**config.mk**
```make
export PLATFORM = sky130hd
export DESIGN_NAME = switch_function_status
export DESIGN_NICKNAME = d
export VERILOG_FILES = /design/src/switch_function_pkg.sv /design/src/group_decide.sv /design/src/link_clock_edge.sv /design/src/switch_function_status.sv
export VERILOG_INCLUDE_DIRS = /design/src /design/src/src
export SDC_FILE = /design/constraint.sdc
export NUM_CORES = 1
export LEC_CHECK = 0
export BUFFER_PORTS_ARGS = -buffer_cell sky130_fd_sc_hd__buf_2
export CORE_AREA = 2 2 267 269
export CTS_CLUSTER_DIAMETER = 30
export DETAILED_ROUTE_END_ITERATION = 12
export DIE_AREA = 0 0 269 271
export PLACE_DENSITY = 0.63
export SLEW_MARGIN = 25
export SYNTH_ARGS = -nofsm -noshare
export SYNTH_HDL_FRONTEND = slang
export SYNTH_SLANG_ARGS = --single-unit
```
**constraint.sdc**
```tcl
create_clock -name ref_clk_i -period 4.2 [get_ports ref_clk_i]
set_clock_uncertainty 0.2 [all_clocks]
set_input_delay 0.84 -clock ref_clk_i [delete_from_list [all_inputs] [get_ports ref_clk_i]]
set_output_delay 0.84 -clock ref_clk_i [all_outputs]
set_load 0.01 [all_outputs]
```
**src/switch_function_regs.svh**
```systemverilog
// Purpose: constants for the switch-function status block
// Assumes: 512-bit status structure, six function groups of four bits
// Notes: shared by the group decoder and the status block design files
// Summary of operation
// - busy bit reads 0 when function ready, 1 when busy
// - sixteen busy bits per group 1..6 at 287:272 up to 367:352, both modes
// - mode 1 changes only ready functions; busy ones keep selection
// - failed mode 1 reporting current function means function is busy
// - group 2 busy: bit 302 vendor, 292 secure app, 289 commerce, rest 0
// - version field reads only 00h or 01h
// - busy bits valid only with version 01h; 00h defines 511:376 only
// - 4-bit code per group from argument 23:0, status in 399:376
// - mode 0 argument 0 gives status 0 on supported group
// - mode 0 ready supported function returns argument code
// - mode 0 busy supported function returns current selection
// - mode 0 unsupported function returns Fh
// - argument Fh keeps selection and reports current function
// - mode 1 argument 0 switches group to default, status 0
// - mode 1 ready supported function gets selected and reported
// - mode 1 busy supported function cancelled, current reported
// - mode 1 any Fh group cancels switch in all groups
// - unsupported group: 0 for argument 0 or Fh, Fh for 1h..Eh
// - power-up in default speed; high speed optional via access group
// - status field: mode 0 switchable, mode 1 result, Fh is error
`ifndef SWITCH_FUNCTION_REGS_SVH
`define SWITCH_FUNCTION_REGS_SVH
`define SF_GROUPS        6
`define SF_STATUS_BITS   512
`define SF_SEL_LSB       376
`define SF_VER_LSB       368
`define SF_BUSY_LSB      272
`define SF_BUSY_G2_LSB   288
`define SF_CODE_DEFAULT  4'h0
`define SF_CODE_KEEP     4'hF
`define SF_VER_0         8'h00
`define SF_VER_1         8'h01
`define SF_FN_HIGH_SPEED 4'h1
`define SF_G2_VS_BIT     14
`define SF_G2_SA_BIT     4
`define SF_G2_MC_BIT     1
`define SF_G2_MASK       16'h4012
`define SF_SHIFT_MSB     511
`define SF_COUNT_TOP     9'h1FF
`endif

```
**src/switch_function_pkg.sv**
```systemverilog
// Purpose: types for the switch-function status block
// Assumes: nothing beyond the constants header
// Notes: states of the status shifter
package switch_function_pkg;
    typedef enum logic [1:0] {st_idle, st_build, st_shift} state_type;
    typedef logic [3:0] code_type;
endpackage

```
**src/group_decide.sv**
```systemverilog
// Purpose: per-group status code and switch decision
// Assumes: support mask has bits 0 and 15 set by the caller
// Notes: purely combinational
`timescale 1ns/10ps
`include "switch_function_regs.svh"
module group_decide
(
    // group configuration
    input  wire logic        group_supported_i,
    input  wire logic [15:0] support_mask_i,
    input  wire logic [15:0] busy_mask_i,
    input  wire logic [3:0]  current_i,
    // request
    input  wire logic        switch_mode_i,
    input  wire logic [3:0]  arg_i,
    // result
    output logic      [3:0]  status_o,
    output logic             error_o,
    output logic             change_o
);
    wire is_default = (arg_i == `SF_CODE_DEFAULT);
    wire is_keep    = (arg_i == `SF_CODE_KEEP);
    wire supp       = support_mask_i[arg_i];
    wire busy       = busy_mask_i[arg_i];

    // code table; mode only matters for change_o
    always_comb
    begin
        error_o  = 1'b0;
        change_o = 1'b0;
        if (!group_supported_i)
        begin
            status_o = (is_default || is_keep) ? `SF_CODE_DEFAULT : `SF_CODE_KEEP;
            error_o  = !(is_default || is_keep);
        end
        else if (is_keep)
            status_o = current_i;
        else if (is_default)
        begin
            status_o = `SF_CODE_DEFAULT;
            change_o = switch_mode_i;
        end
        else if (!supp)
        begin
            status_o = `SF_CODE_KEEP;
            error_o  = 1'b1;
        end
        else if (busy)
            status_o = current_i;
        else
        begin
            status_o = arg_i;
            change_o = switch_mode_i;
        end
    end
endmodule

```
**src/link_clock_edge.sv**
```systemverilog
// Purpose: synchronise the host bus clock and find its rising edge
// Assumes: bus clock slower than half the reference clock
// Notes: first flop feeds only the second
`timescale 1ns/10ps
module link_clock_edge
(
    // clock and reset
    input  wire logic ref_clk_i,
    input  wire logic reset_n_i,
    // link clock pin
    input  wire logic bus_clk_i,
    // rising edge pulse
    output logic      rise_o
);
    logic meta_r;
    logic sync_r;
    logic last_r;

    // two-flop synchroniser plus edge history
    always_ff @(posedge ref_clk_i)
    begin
        if (!reset_n_i)
        begin
            meta_r <= 1'b0;
            sync_r <= 1'b0;
            last_r <= 1'b0;
        end
        else
        begin
            meta_r <= bus_clk_i;
            sync_r <= meta_r;
            last_r <= sync_r;
        end
    end

    assign rise_o = sync_r & ~last_r;
endmodule

```
**src/switch_function_status.sv**
```systemverilog
// Purpose: answer the switch-function command with a 512-bit status block
// Assumes: command decoding done upstream; data pin sampled on bus clock
// Notes: status shifted MSB first, one bit per rising bus clock edge
`timescale 1ns/10ps
`include "switch_function_regs.svh"
module switch_function_status
(
    // clock and reset
    input  wire logic         ref_clk_i,
    input  wire logic         reset_n_i,
    // host bus clock
    input  wire logic         bus_clk_i,
    // command request
    input  wire logic         cmd_valid_i,
    input  wire logic         switch_mode_i,
    input  wire logic [23:0]  cmd_arg_i,
    output logic              cmd_ready_o,
    // configuration
    input  wire logic [5:0]   group_supported_i,
    input  wire logic [95:0]  support_bits_i,
    input  wire logic [15:0]  access_busy_i,
    input  wire logic         vendor_specific_busy_bit_i,
    input  wire logic         secure_application_busy_bit_i,
    input  wire logic         mobile_commerce_busy_bit_i,
    input  wire logic         version_one_i,
    // status stream
    output logic              stat_bit_o,
    output logic              stat_valid_o,
    output logic              stat_last_o,
    // current selections
    output logic [23:0]       selection_o,
    output logic              high_speed_o,
    output logic [511:0]      status_word_o
);
    switch_function_pkg::state_type state_r;
    switch_function_pkg::state_type state_nxt;
    logic [23:0]  sel_r;
    logic [511:0] shift_r;
    logic [511:0] word_r;
    logic [8:0]   count_r;
    logic         mode_r;
    logic [23:0]  arg_r;
    logic         rise;
    logic [23:0]  codes;
    logic [5:0]   errs;
    logic [5:0]   chg;
    logic [63:0]  busy_low;
    logic [95:0]  busy_all;
    logic [95:0]  supp_all;

    link_clock_edge u_edge
    (
        .ref_clk_i (ref_clk_i),
        .reset_n_i (reset_n_i),
        .bus_clk_i (bus_clk_i),
        .rise_o    (rise)
    );

    // group 2 busy field holds only the three command-system bits
    wire [15:0] g2_busy = (16'h0000
        | ({15'h0000, vendor_specific_busy_bit_i} << `SF_G2_VS_BIT)
        | ({15'h0000, secure_application_busy_bit_i} << `SF_G2_SA_BIT)
        | ({15'h0000, mobile_commerce_busy_bit_i} << `SF_G2_MC_BIT))
        & `SF_G2_MASK;
    // busy known for groups 1,2 only; groups 3..6 report none
    assign busy_low = {16'h0000, 16'h0000, g2_busy, access_busy_i};
    assign busy_all = {32'h0000_0000, busy_low};
    // function 0 and 15 always reported supported
    assign supp_all = support_bits_i | {6{16'h8001}};

    genvar g;
    generate
        for (g = 0; g < `SF_GROUPS; g++)
        begin : grp
            group_decide u_dec
            (
                .group_supported_i (group_supported_i[g]),
                .support_mask_i    (supp_all[g*16 +: 16]),
                .busy_mask_i       (busy_all[g*16 +: 16]),
                .current_i         (sel_r[g*4 +: 4]),
                .switch_mode_i     (mode_r),
                .arg_i             (arg_r[g*4 +: 4]),
                .status_o          (codes[g*4 +: 4]),
                .error_o           (errs[g]),
                .change_o          (chg[g])
            );
        end
    endgenerate

    // any group error cancels every switch
    wire        abort = |errs;
    wire [7:0]  ver   = version_one_i ? `SF_VER_1 : `SF_VER_0;
    // version 0 leaves busy fields undefined, drive them zero
    wire [95:0] busy_field = version_one_i ? busy_all : 96'h0;
    // support bits from the caller, selection codes, version, busy, zero tail
    wire [511:0] image = {16'h0000, supp_all, codes, ver, busy_field,
                          272'h0};

    wire [23:0] sel_next;
    generate
        for (g = 0; g < `SF_GROUPS; g++)
        begin : upd
            assign sel_next[g*4 +: 4] = (chg[g] && !abort) ? arg_r[g*4 +: 4]
                                                           : sel_r[g*4 +: 4];
        end
    endgenerate

    // sequencer: idle, build one cycle, shift 512 bits
    always_comb
    begin
        state_nxt = state_r;
        unique case (state_r)
            switch_function_pkg::st_idle:
                if (cmd_valid_i)
                    state_nxt = switch_function_pkg::st_build;
            switch_function_pkg::st_build:
                state_nxt = switch_function_pkg::st_shift;
            switch_function_pkg::st_shift:
                if (rise && count_r == 9'h000)
                    state_nxt = switch_function_pkg::st_idle;
        endcase
    end

    assign cmd_ready_o = (state_r == switch_function_pkg::st_idle);

    // state and request capture
    always_ff @(posedge ref_clk_i)
    begin
        if (!reset_n_i)
        begin
            state_r <= switch_function_pkg::st_idle;
            mode_r  <= 1'b0;
            arg_r   <= 24'h000000;
        end
        else
        begin
            state_r <= state_nxt;
            if (cmd_valid_i && cmd_ready_o)
            begin
                mode_r <= switch_mode_i;
                arg_r  <= cmd_arg_i;
            end
        end
    end

    // selection: default speed after reset, updated only in switch mode
    always_ff @(posedge ref_clk_i)
    begin
        if (!reset_n_i)
            sel_r <= 24'h000000;
        else if (state_r == switch_function_pkg::st_build)
            sel_r <= sel_next;
    end

    // status shifter; data sent MSB first
    always_ff @(posedge ref_clk_i)
    begin
        if (!reset_n_i)
        begin
            shift_r      <= 512'h0;
            word_r       <= 512'h0;
            count_r      <= 9'h000;
            stat_bit_o   <= 1'b0;
            stat_valid_o <= 1'b0;
            stat_last_o  <= 1'b0;
        end
        else
        begin
            stat_valid_o <= 1'b0;
            stat_last_o  <= 1'b0;
            if (state_r == switch_function_pkg::st_build)
            begin
                shift_r <= image;
                word_r  <= image;
                count_r <= `SF_COUNT_TOP;
            end
            else if (state_r == switch_function_pkg::st_shift && rise)
            begin
                stat_bit_o   <= shift_r[`SF_SHIFT_MSB];
                stat_valid_o <= 1'b1;
                stat_last_o  <= (count_r == 9'h000);
                shift_r      <= {shift_r[510:0], 1'b0};
                count_r      <= count_r - 9'h001;
            end
        end
    end

    assign selection_o   = sel_r;
    assign status_word_o = word_r;
    // access mode group 1 function 1 selects high speed
    assign high_speed_o  = (sel_r[3:0] == `SF_FN_HIGH_SPEED);

    // assertions
    property p_ver_legal;
        @(posedge ref_clk_i) disable iff (!reset_n_i)
        stat_valid_o |-> (word_r[375:368] == `SF_VER_0 || word_r[375:368] == `SF_VER_1);
    endproperty
    a_ver_legal: assert property (p_ver_legal) else $error("bad version");

    property p_tail_zero;
        @(posedge ref_clk_i) disable iff (!reset_n_i)
        state_r == switch_function_pkg::st_shift |-> word_r[271:0] == 272'h0;
    endproperty
    a_tail_zero: assert property (p_tail_zero) else $error("tail not zero");

    property p_g2_mask;
        @(posedge ref_clk_i) disable iff (!reset_n_i)
        state_r == switch_function_pkg::st_shift |-> (word_r[303:288] & ~`SF_G2_MASK) == 16'h0;
    endproperty
    a_g2_mask: assert property (p_g2_mask) else $error("group 2 stray bit");

    property p_abort_keeps;
        @(posedge ref_clk_i) disable iff (!reset_n_i)
        (state_r == switch_function_pkg::st_build && abort) |=> sel_r == $past(sel_r);
    endproperty
    a_abort_keeps: assert property (p_abort_keeps) else $error("switch not cancelled");

    property p_check_keeps;
        @(posedge ref_clk_i) disable iff (!reset_n_i)
        (state_r == switch_function_pkg::st_build && !mode_r) |=> sel_r == $past(sel_r);
    endproperty
    a_check_keeps: assert property (p_check_keeps) else $error("check mode switched");

    property p_reset_default;
        @(posedge ref_clk_i)
        !reset_n_i |=> sel_r == 24'h000000 && !high_speed_o;
    endproperty
    a_reset_default: assert property (p_reset_default) else $error("not default speed");

    property p_codes_latched;
        @(posedge ref_clk_i) disable iff (!reset_n_i)
        state_r == switch_function_pkg::st_build |=> word_r[399:376] == $past(codes);
    endproperty
    a_codes_latched: assert property (p_codes_latched) else $error("codes lost");

    property p_busy_valid;
        @(posedge ref_clk_i) disable iff (!reset_n_i)
        (state_r == switch_function_pkg::st_build && !version_one_i)
            |=> word_r[367:272] == 96'h0;
    endproperty
    a_busy_valid: assert property (p_busy_valid) else $error("busy with version 0");

    // group 1 view of the request; the other groups share the same decoder
    wire       at_build = (state_r == switch_function_pkg::st_build);
    wire [3:0] g1_arg   = arg_r[3:0];
    wire       g1_plain = group_supported_i[0] && g1_arg != `SF_CODE_DEFAULT
                          && g1_arg != `SF_CODE_KEEP;
    wire       g1_supp  = supp_all[g1_arg];
    wire       g1_busy  = access_busy_i[g1_arg];

    property p_g1_bsy;
        @(posedge ref_clk_i) disable iff (!reset_n_i)
        at_build && version_one_i |=> word_r[`SF_BUSY_LSB +: 16] == $past(access_busy_i);
    endproperty
    a_g1_bsy: assert property (p_g1_bsy) else $error("group 1 busy wrong");

    property p_upper_bsy;
        @(posedge ref_clk_i) disable iff (!reset_n_i)
        at_build |=> word_r[`SF_VER_LSB - 1 : `SF_BUSY_G2_LSB + 16] == 64'h0;
    endproperty
    a_upper_bsy: assert property (p_upper_bsy) else $error("groups 3 to 6 busy");

    property p_g2_named;
        @(posedge ref_clk_i) disable iff (!reset_n_i)
        at_build && version_one_i |=>
            word_r[`SF_BUSY_G2_LSB + `SF_G2_VS_BIT] == $past(vendor_specific_busy_bit_i)
            && word_r[`SF_BUSY_G2_LSB + `SF_G2_SA_BIT] == $past(secure_application_busy_bit_i)
            && word_r[`SF_BUSY_G2_LSB + `SF_G2_MC_BIT] == $past(mobile_commerce_busy_bit_i);
    endproperty
    a_g2_named: assert property (p_g2_named) else $error("group 2 busy bit wrong");

    property p_ver_value;
        @(posedge ref_clk_i) disable iff (!reset_n_i)
        at_build |=> word_r[`SF_VER_LSB +: 8] == ($past(version_one_i) ? `SF_VER_1 : `SF_VER_0);
    endproperty
    a_ver_value: assert property (p_ver_value) else $error("version mismatch");

    property p_g1_default;
        @(posedge ref_clk_i) disable iff (!reset_n_i)
        at_build && group_supported_i[0] && g1_arg == `SF_CODE_DEFAULT
            |=> word_r[`SF_SEL_LSB +: 4] == `SF_CODE_DEFAULT;
    endproperty
    a_g1_default: assert property (p_g1_default) else $error("default not 0");

    property p_g1_ready;
        @(posedge ref_clk_i) disable iff (!reset_n_i)
        at_build && g1_plain && g1_supp && !g1_busy
            |=> word_r[`SF_SEL_LSB +: 4] == $past(g1_arg);
    endproperty
    a_g1_ready: assert property (p_g1_ready) else $error("ready code wrong");

    property p_g1_held;
        @(posedge ref_clk_i) disable iff (!reset_n_i)
        at_build && g1_plain && g1_supp && g1_busy
            |=> word_r[`SF_SEL_LSB +: 4] == $past(sel_r[3:0])
            && sel_r[3:0] == $past(sel_r[3:0]);
    endproperty
    a_g1_held: assert property (p_g1_held) else $error("busy switched");

    property p_g1_unsup;
        @(posedge ref_clk_i) disable iff (!reset_n_i)
        at_build && g1_plain && !g1_supp |=> word_r[`SF_SEL_LSB +: 4] == `SF_CODE_KEEP;
    endproperty
    a_g1_unsup: assert property (p_g1_unsup) else $error("unsupported not Fh");

    property p_g1_keep;
        @(posedge ref_clk_i) disable iff (!reset_n_i)
        at_build && group_supported_i[0] && g1_arg == `SF_CODE_KEEP
            |=> word_r[`SF_SEL_LSB +: 4] == $past(sel_r[3:0])
            && sel_r[3:0] == $past(sel_r[3:0]);
    endproperty
    a_g1_keep: assert property (p_g1_keep) else $error("keep code moved selection");

    property p_g1_to_default;
        @(posedge ref_clk_i) disable iff (!reset_n_i)
        at_build && mode_r && !abort && group_supported_i[0] && g1_arg == `SF_CODE_DEFAULT
            |=> sel_r[3:0] == `SF_CODE_DEFAULT;
    endproperty
    a_g1_to_default: assert property (p_g1_to_default) else $error("no default switch");

    property p_g1_switched;
        @(posedge ref_clk_i) disable iff (!reset_n_i)
        at_build && mode_r && !abort && g1_plain && g1_supp && !g1_busy
            |=> sel_r[3:0] == $past(g1_arg);
    endproperty
    a_g1_switched: assert property (p_g1_switched) else $error("ready not selected");

    property p_g1_no_group;
        @(posedge ref_clk_i) disable iff (!reset_n_i)
        at_build && !group_supported_i[0]
            |=> word_r[`SF_SEL_LSB +: 4] == (($past(g1_arg) == `SF_CODE_DEFAULT
                || $past(g1_arg) == `SF_CODE_KEEP) ? `SF_CODE_DEFAULT : `SF_CODE_KEEP)
            && sel_r[3:0] == $past(sel_r[3:0]);
    endproperty
    a_g1_no_group: assert property (p_g1_no_group) else $error("bad group code");

    property p_speed_by_switch;
        @(posedge ref_clk_i) disable iff (!reset_n_i)
        $rose(high_speed_o) |-> $past(at_build && mode_r);
    endproperty
    a_speed_by_switch: assert property (p_speed_by_switch) else $error("speed unasked");

    property p_stream_order;
        @(posedge ref_clk_i) disable iff (!reset_n_i)
        stat_valid_o |-> stat_bit_o == word_r[9'(count_r + 9'h001)];
    endproperty
    a_stream_order: assert property (p_stream_order) else $error("bit out of order");
endmodule
```
### Yosys cells after proc, flatten, opt, wreduce, memory -nomap -nowiden

Memory sizes are Yosys's and may differ from the RTL's. A register that Yosys moved wholly into a read port is not among the register bits.
Cells that the tools add are included.

* ROM bits: 64
* input bits: 151
* output and inout port bits: 541
* memories: 4
* word-level logic and storage cells: 218
* bits in registers: 530

* multiplexer cells: 128
* eq/ne operators: 11
* bitwise logic cells: 7
* add/subtract/negate cells: 1
* reduce and logical (&&, ||, !) cells: 42
* $lt $le $gt $ge: 6

Memories
* (name not given): depth 16, bits a word 1, rd ports 1, clocked after memory_dff 1, write ports 0, RTL line group_decide.sv:24 `wire busy = busy_mask_i[arg_i];`
* (name not given): depth 16, bits a word 1, rd ports 1, clocked after memory_dff 1, write ports 0, RTL line group_decide.sv:24
* (name not given): depth 16, bits a word 1, rd ports 1, clocked after memory_dff 1, write ports 0, RTL line group_decide.sv:24
* (name not given): depth 16, bits a word 1, rd ports 1, clocked after memory_dff 1, write ports 0, RTL line group_decide.sv:24

Operators by type and width (number)
* 496-bit two-way mux: 2
* 4-bit two-way mux: 44
* 1-bit two-way mux: 68
* 1-bit binary-select mux with 4-bit select: 8
* 31-bit two-way mux: 1
* 4-bit by 5-bit < comparator with 1-bit output (second input constant): 6
* 4-bit equality test (second input constant): 6
* 4-bit zero test: 6
* 9-bit two-way mux: 2
* 2-bit AND reduction: 8
* 15-bit by 2-bit OR with 15-bit output: 1
* 15-bit by 5-bit OR with 15-bit output: 1
* 1-bit logical AND: 9
* 9-bit zero test: 1
* 9-bit by 1-bit subtractor with 9-bit output (second input constant): 1
* 1-bit zero test: 7
* 1-bit logical OR: 6
* 2-bit one-hot mux with 3 select lines: 1
* 6-bit OR reduction: 1
* 4-bit by 1-bit equality test with 1-bit output (second input constant): 1
* 2-bit two-way mux: 2
* 2-bit inequality test (second input constant): 2
* 1-bit inverter: 4
* 3-bit OR reduction: 1
* other kinds (6): 6

### Longest topological paths before layout

* depth after elaboration: 11
* gate-level depth with buffers: 10
* mapped depth without buffers: 8

### Cells and area by module

Synthesis repeated with hierarchy kept, for this count alone.

* cells, all modules: 2543
* area total of the unflattened synthesis: 22679.3 um^2

Modules (own cells, without submodules)
* switch_function_status: area each 19869.1 um^2, times used 1, cells each 2266
* group_decide: area each 452.9 um^2, times used 6, cells each 45
* link_clock_edge: area each 92.6 um^2, times used 1, cells each 7

### Worst setup path before layout

No wires, ideal clock.

* path kind: input port to flip-flop
* start: in support_bits_i[85]
* end: reg sel_r[19], in the netlist selection_o[19]
* data arrival time: 2.908 ns
* stages: 8
* buffers on the path: 1
* slack: 0.964 ns
* cell sequence: mux4_2 inv_1 mux4_2 or4b_4 or4_1 buf_2 nand3_2 o31ai_4

* longest elaborated chain between the ends: 10

RTL lines
* start: declaration: RTL line switch_function_status.sv:20 `input wire logic [95:0] support_bits_i,`
* 1-bit binary-select mux with 4-bit select: RTL line group_decide.sv:23 `wire supp = support_mask_i[arg_i];`
* 1-bit two-way mux (implied by the code): RTL line group_decide.sv:23
* 1-bit two-way mux: RTL line group_decide.sv:43 `else if (!supp)`
* 1-bit two-way mux: RTL line group_decide.sv:38 `else if (is_default)`
* 1-bit two-way mux: RTL line group_decide.sv:36 `else if (is_keep)`
* 1-bit two-way mux: RTL line group_decide.sv:31 `if (!group_supported_i)`
* 6-bit OR reduction: RTL line switch_function_status.sv:91 `wire abort = |errs;`
* 1-bit zero test: RTL line switch_function_status.sv:103 `assign sel_next[g*4 +: 4] = (chg[g] && !abort) ? arg_r[g*4 +: 4]`
* 1-bit logical AND: RTL line switch_function_status.sv:103
* 2-bit AND reduction (no line)
* end signal: assignment: RTL line switch_function_status.sv:152 `sel_r <= sel_next;`
* end: declaration: RTL line switch_function_status.sv:37 `logic [23:0] sel_r;`

Every way passes these cells. The select of a mux whose other input is x is not followed.
A chain may end at the register's enable or synchronous reset.

### Worst setup path in the final report

* start: reg arg_r[9]
* end: reg sel_r[19], in the netlist selection_o[19]

* longest elaborated chain between the ends: 10

RTL lines
* start: declaration: RTL line switch_function_status.sv:42 `logic [23:0] arg_r;`
* start signal: assignment: RTL line switch_function_status.sv:141 `arg_r <= cmd_arg_i;`
* 1-bit binary-select mux with 4-bit select: RTL line group_decide.sv:23
* 1-bit two-way mux (implied by the code): RTL line group_decide.sv:23
* 1-bit two-way mux: RTL line group_decide.sv:43
* 1-bit two-way mux: RTL line group_decide.sv:38
* 1-bit two-way mux: RTL line group_decide.sv:36
* 1-bit two-way mux (*): RTL line group_decide.sv:31
* 6-bit OR reduction (*): RTL line switch_function_status.sv:91
* 1-bit zero test (*): RTL line switch_function_status.sv:103
* 1-bit logical AND (*): RTL line switch_function_status.sv:103
* 2-bit AND reduction (no line) (*)

Mark *: on every way between the ends. The rest lies on a longest branch, timed or not. The select of a mux whose other input is x is not followed.

==> results.py <==
metrics = {
    "synthesis": {
        "synthArstFlopShare_pct": 0,
        "yosys.area_share.simple_pct": 18.4,
        "synth_xor_area_share_pct": 0.294,
        "syn-instance-count": 2612,
        "ys_types": 72,
        "syn_avg_cell_area_um2": 7.97,
        "synthTopCellsByArea": "dfxtp_1, buf_4, nand2_1",
        "yosysWarnings": 0,
        "ys_ff_latch": 435,
        "synth_edf_count": 0,
        "ys_seq_area_share_pct": 41.8,
        "synth-compound-area-share_pct": 13.5,
        "netlist_area_mm2": 0.0208,
        "synth_top_cell_by_area": "dfxtp_1",
        "synth_top_family_by_area": "simple AND/OR/NAND/NOR gates",
        "synth-adder-area-share_pct": 0.240,
        "synth.area.mux_share_pct": 8.07,
        "synth_top_area_share_pct": 41.8,
        "synth_flop_cell": "dfxtp_1",
    },
    "pwr": {
        "swShare_pct": 31.7,
        "vdd_drop_max_uv": 422,
        "power.share.clock_pct": 48.9,
        "intPower_mw": 12.2,
        "p_total_mw": 17.9,
        "switchingPower_mw": 5.67,
        "seq_power_share_pct": 30.0,
        "power_density_mw_per_mm2": 696,
        "comb_power_share_pct": 21.2,
        "leakagePower_nw": 10.8,
    },
    "drt": {
        "via_per_inst": 4.34,
        "first_iter_violations": 784,
        "wire_per_inst_um": 14.4,
        "drt_wl_total_mm": 56.3,
        "via_count": 17000,
        "drc": 0,
        "drt_first_pass_iters": 5,
        "postRouteAntennaNets": 0,
    },
    "global_routing": {
        "grt.total_usage_pct": 14.8,
        "overflow": 0,
        "grt_pass1_wl_mm": 86.0,
        "antenna_found_initial": 10,
        "grt_max_degree": 123,
        "grt_pass1_vias": 15500,
    },
    "timing": {
        "hold_slack_ns": 0.200,
        "slew_headroom_pct": 36.8,
        "rsz0062_at_grt": "no",
        "timing.fmax_mhz": 272,
        "hold_viol": 0,
        "period_share_pct": 87.5,
        "tightest_slew_ns": 0.949,
        "period_needed_ns": 3.68,
        "worst_slack_ns": 0.524,
        "finalSetupViolCount": 0,
        "slew_viol_final": 0,
        "totalNegativeSetupSlack_ns": 0,
    },
    "placed_design": {
        "dp_hpwl_mm": 38.4,
        "portBuffers": 307,
        "gp_congestion": 0.783,
        "post-place-ws_ns": 0.423,
    },
    "floorplan": {
        "num_rows": 97,
        "coreArea_mm2": 0.0698,
        "dieArea_mm2": 0.0729,
        "initial_core_util_pct": 29.8,
        "die_w_um": 269,
        "die_h_um": 271,
        "io_pins": 692,
    },
    "clock_network": {
        "cts_tree": "built",
        "cts-root-buf": "clkbuf_16",
        "clk_pin_slew_worst_paths_ns": 0.05,
        "clockBufferDepth": 3,
        "cts_max_level": 3,
        "clk_latency_ns": 0.67,
        "postCtsResizedCells": 0,
        "cts_hold_buf": 0,
        "cts.sinks": 435,
        "numCtsBuffers": 114,
        "cts_setup_buffers": 0,
    },
    "worst_setup_path": {
        "worstRegToRegCells": 7,
        "max_stage_delay_ns": 0.77,
        "cp-start-kind": "flop",
        "required_ns": 4.52,
        "crit_path_max_fanout": 16,
        "path_class": "reg2reg",
        "slowest_stage": "dfxtp_1",
        "worstPathArrival_ns": 4.00,
        "end_kind": "flop",
        "path_cells": "mux2i_1, mux4_2, mux2i_4, or4b_4, or4_1, nand3_2, o31ai_4",
    },
    "run_status": {
        "status": "completed",
    },
    "finish": {
        "areaGrowthSynthToFinish_pct": 23.2,
        "fin_util_pct": 36.8,
        "fin_nets": 3035,
        "layout-drive-gt1-share_pct": 19.7,
        "fill_cells": 7205,
    },
    "job": {
        "cap_violations": 0,
    },
    "worst_hold_path": {
        "hold_path_depth": 2,
        "hp-class": "in2reg",
    },
}
==> metrics by stage <==
step	instance area [µm²]	instances
3_3_place_gp	21700	3704
2_1_floorplan	22200	2983
6_report	25700	3923
4_1_cts	25600	3916
5_1_grt	25600	3919
3_5_place_dp	21700	3704
==> power groups by stage <==
stage	Combinational [mW]	Clock [mW]	Sequential, mW
after floorplan	2.87	0	5.42
after global routing	4.26	9.14	5.45
after global placement	3.80	0	5.40
after CTS	3.85	8.89	5.35
after detailed placement	3.83	0	5.41
final	3.78	8.73	5.35
==> cells in the final DEF, fill, tap and decap left out, types with 7 or more instances in the layout <==
cell / n
nand2_1: 572
dfxtp_1: 435
conb_1: 372
a21oi_1: 367
buf_2: 307
nor2_1: 257
mux2i_1: 125
clkbuf_16: 114
a31oi_1: 34
o21ai_0: 34
inv_1: 25
clkinv_2: 25
buf_4: 25
a22o_1: 19
clkinv_4: 17
mux4_2: 15
nand3_1: 15
clkbuf_8: 14
nand2b_1: 11
bufinv_16: 11
clkinvlp_4: 10
nand4_1: 8
nor2b_1: 8
clkbuf_1: 8
diode_2: 7
nor4_1: 7
a21o_1: 7
a21boi_0: 7
==> worst max-delay path, delay by kind of cell (launching register included) <==
| family | cells | cell delay, ns |
|---|---|---|
| simple gates | 3 | 1.47 |
| mux | 3 | 1.01 |
| flops | 1 | 0.77 |
| compound gates | 1 | 0.07 |
==> area by class of cell <==
cell class | instances | area (µm²) | share of cell area, %
clock inverters | 76 | 900 | 3.51
multi-input cells | 1966 | 9860 | 38.5
well taps | 940 | 1180 | 4.58
inverters | 27 | 109 | 0.424
flip-flops and latches | 435 | 8710 | 33.9
clock buffers | 136 | 3080 | 12.0
repair buffers | 336 | 1800 | 7.03
diodes | 7 | 17.5 | 0.0683
==> path summary, 6_finish.rpt <==
check,endpoint,startpoint,slack (ns)
max reg2reg,selection_o[19],arg_r[9],0.52
min reg2reg,shift_r[375],shift_r[374],0.22
min,u_edge.meta_r,bus_clk_i,0.20
max,selection_o[19],arg_r[9],0.52
==> registers in the layout, indices dropped and copies added, names as in the netlist, 2 cells and up <==
| register | cells |
|---|---|
| shift_r | 240 |
| selection_o | 24 |
| arg_r | 24 |
| count_r | 9 |
| status_word_o | 129 |
| state_r | 2 |
==> cell usage after synthesis, drive strengths merged (6+ instances only) <==
cell type and instances:
clkbuf 136, or4 7, a21o 7, nand2 574
dfxtp 435, mux4 15, mux2 6, nand2b 11
nor4 7, nor2 258, a31oi 34, a21oi 367
mux2i 126, a22o 19, nor2b 8, nand3 16
nand4 8, inv 26, buf 419, o21ai 37
a21boi 7
==> per-layer routing <==
layer	up-vias	part of all wire, %	track usage (%)
li1	8476	-	-
met1	7879	42	18.3
met2	534	47	23.7
met3	121	8.1	5.06
met4	8	2.5	5.35
met5	-	0.099	0
==> cells by family after synthesis <==
group,Yosys count
xor gates and xnor gates,7
DFF,435
other,1
muxes,147
AOI/OAI and AO/OA,507
adders and majority gates,4
buffers and inverters,582
and+or+nand+nor,929
(Power assumes the default switching activity.)
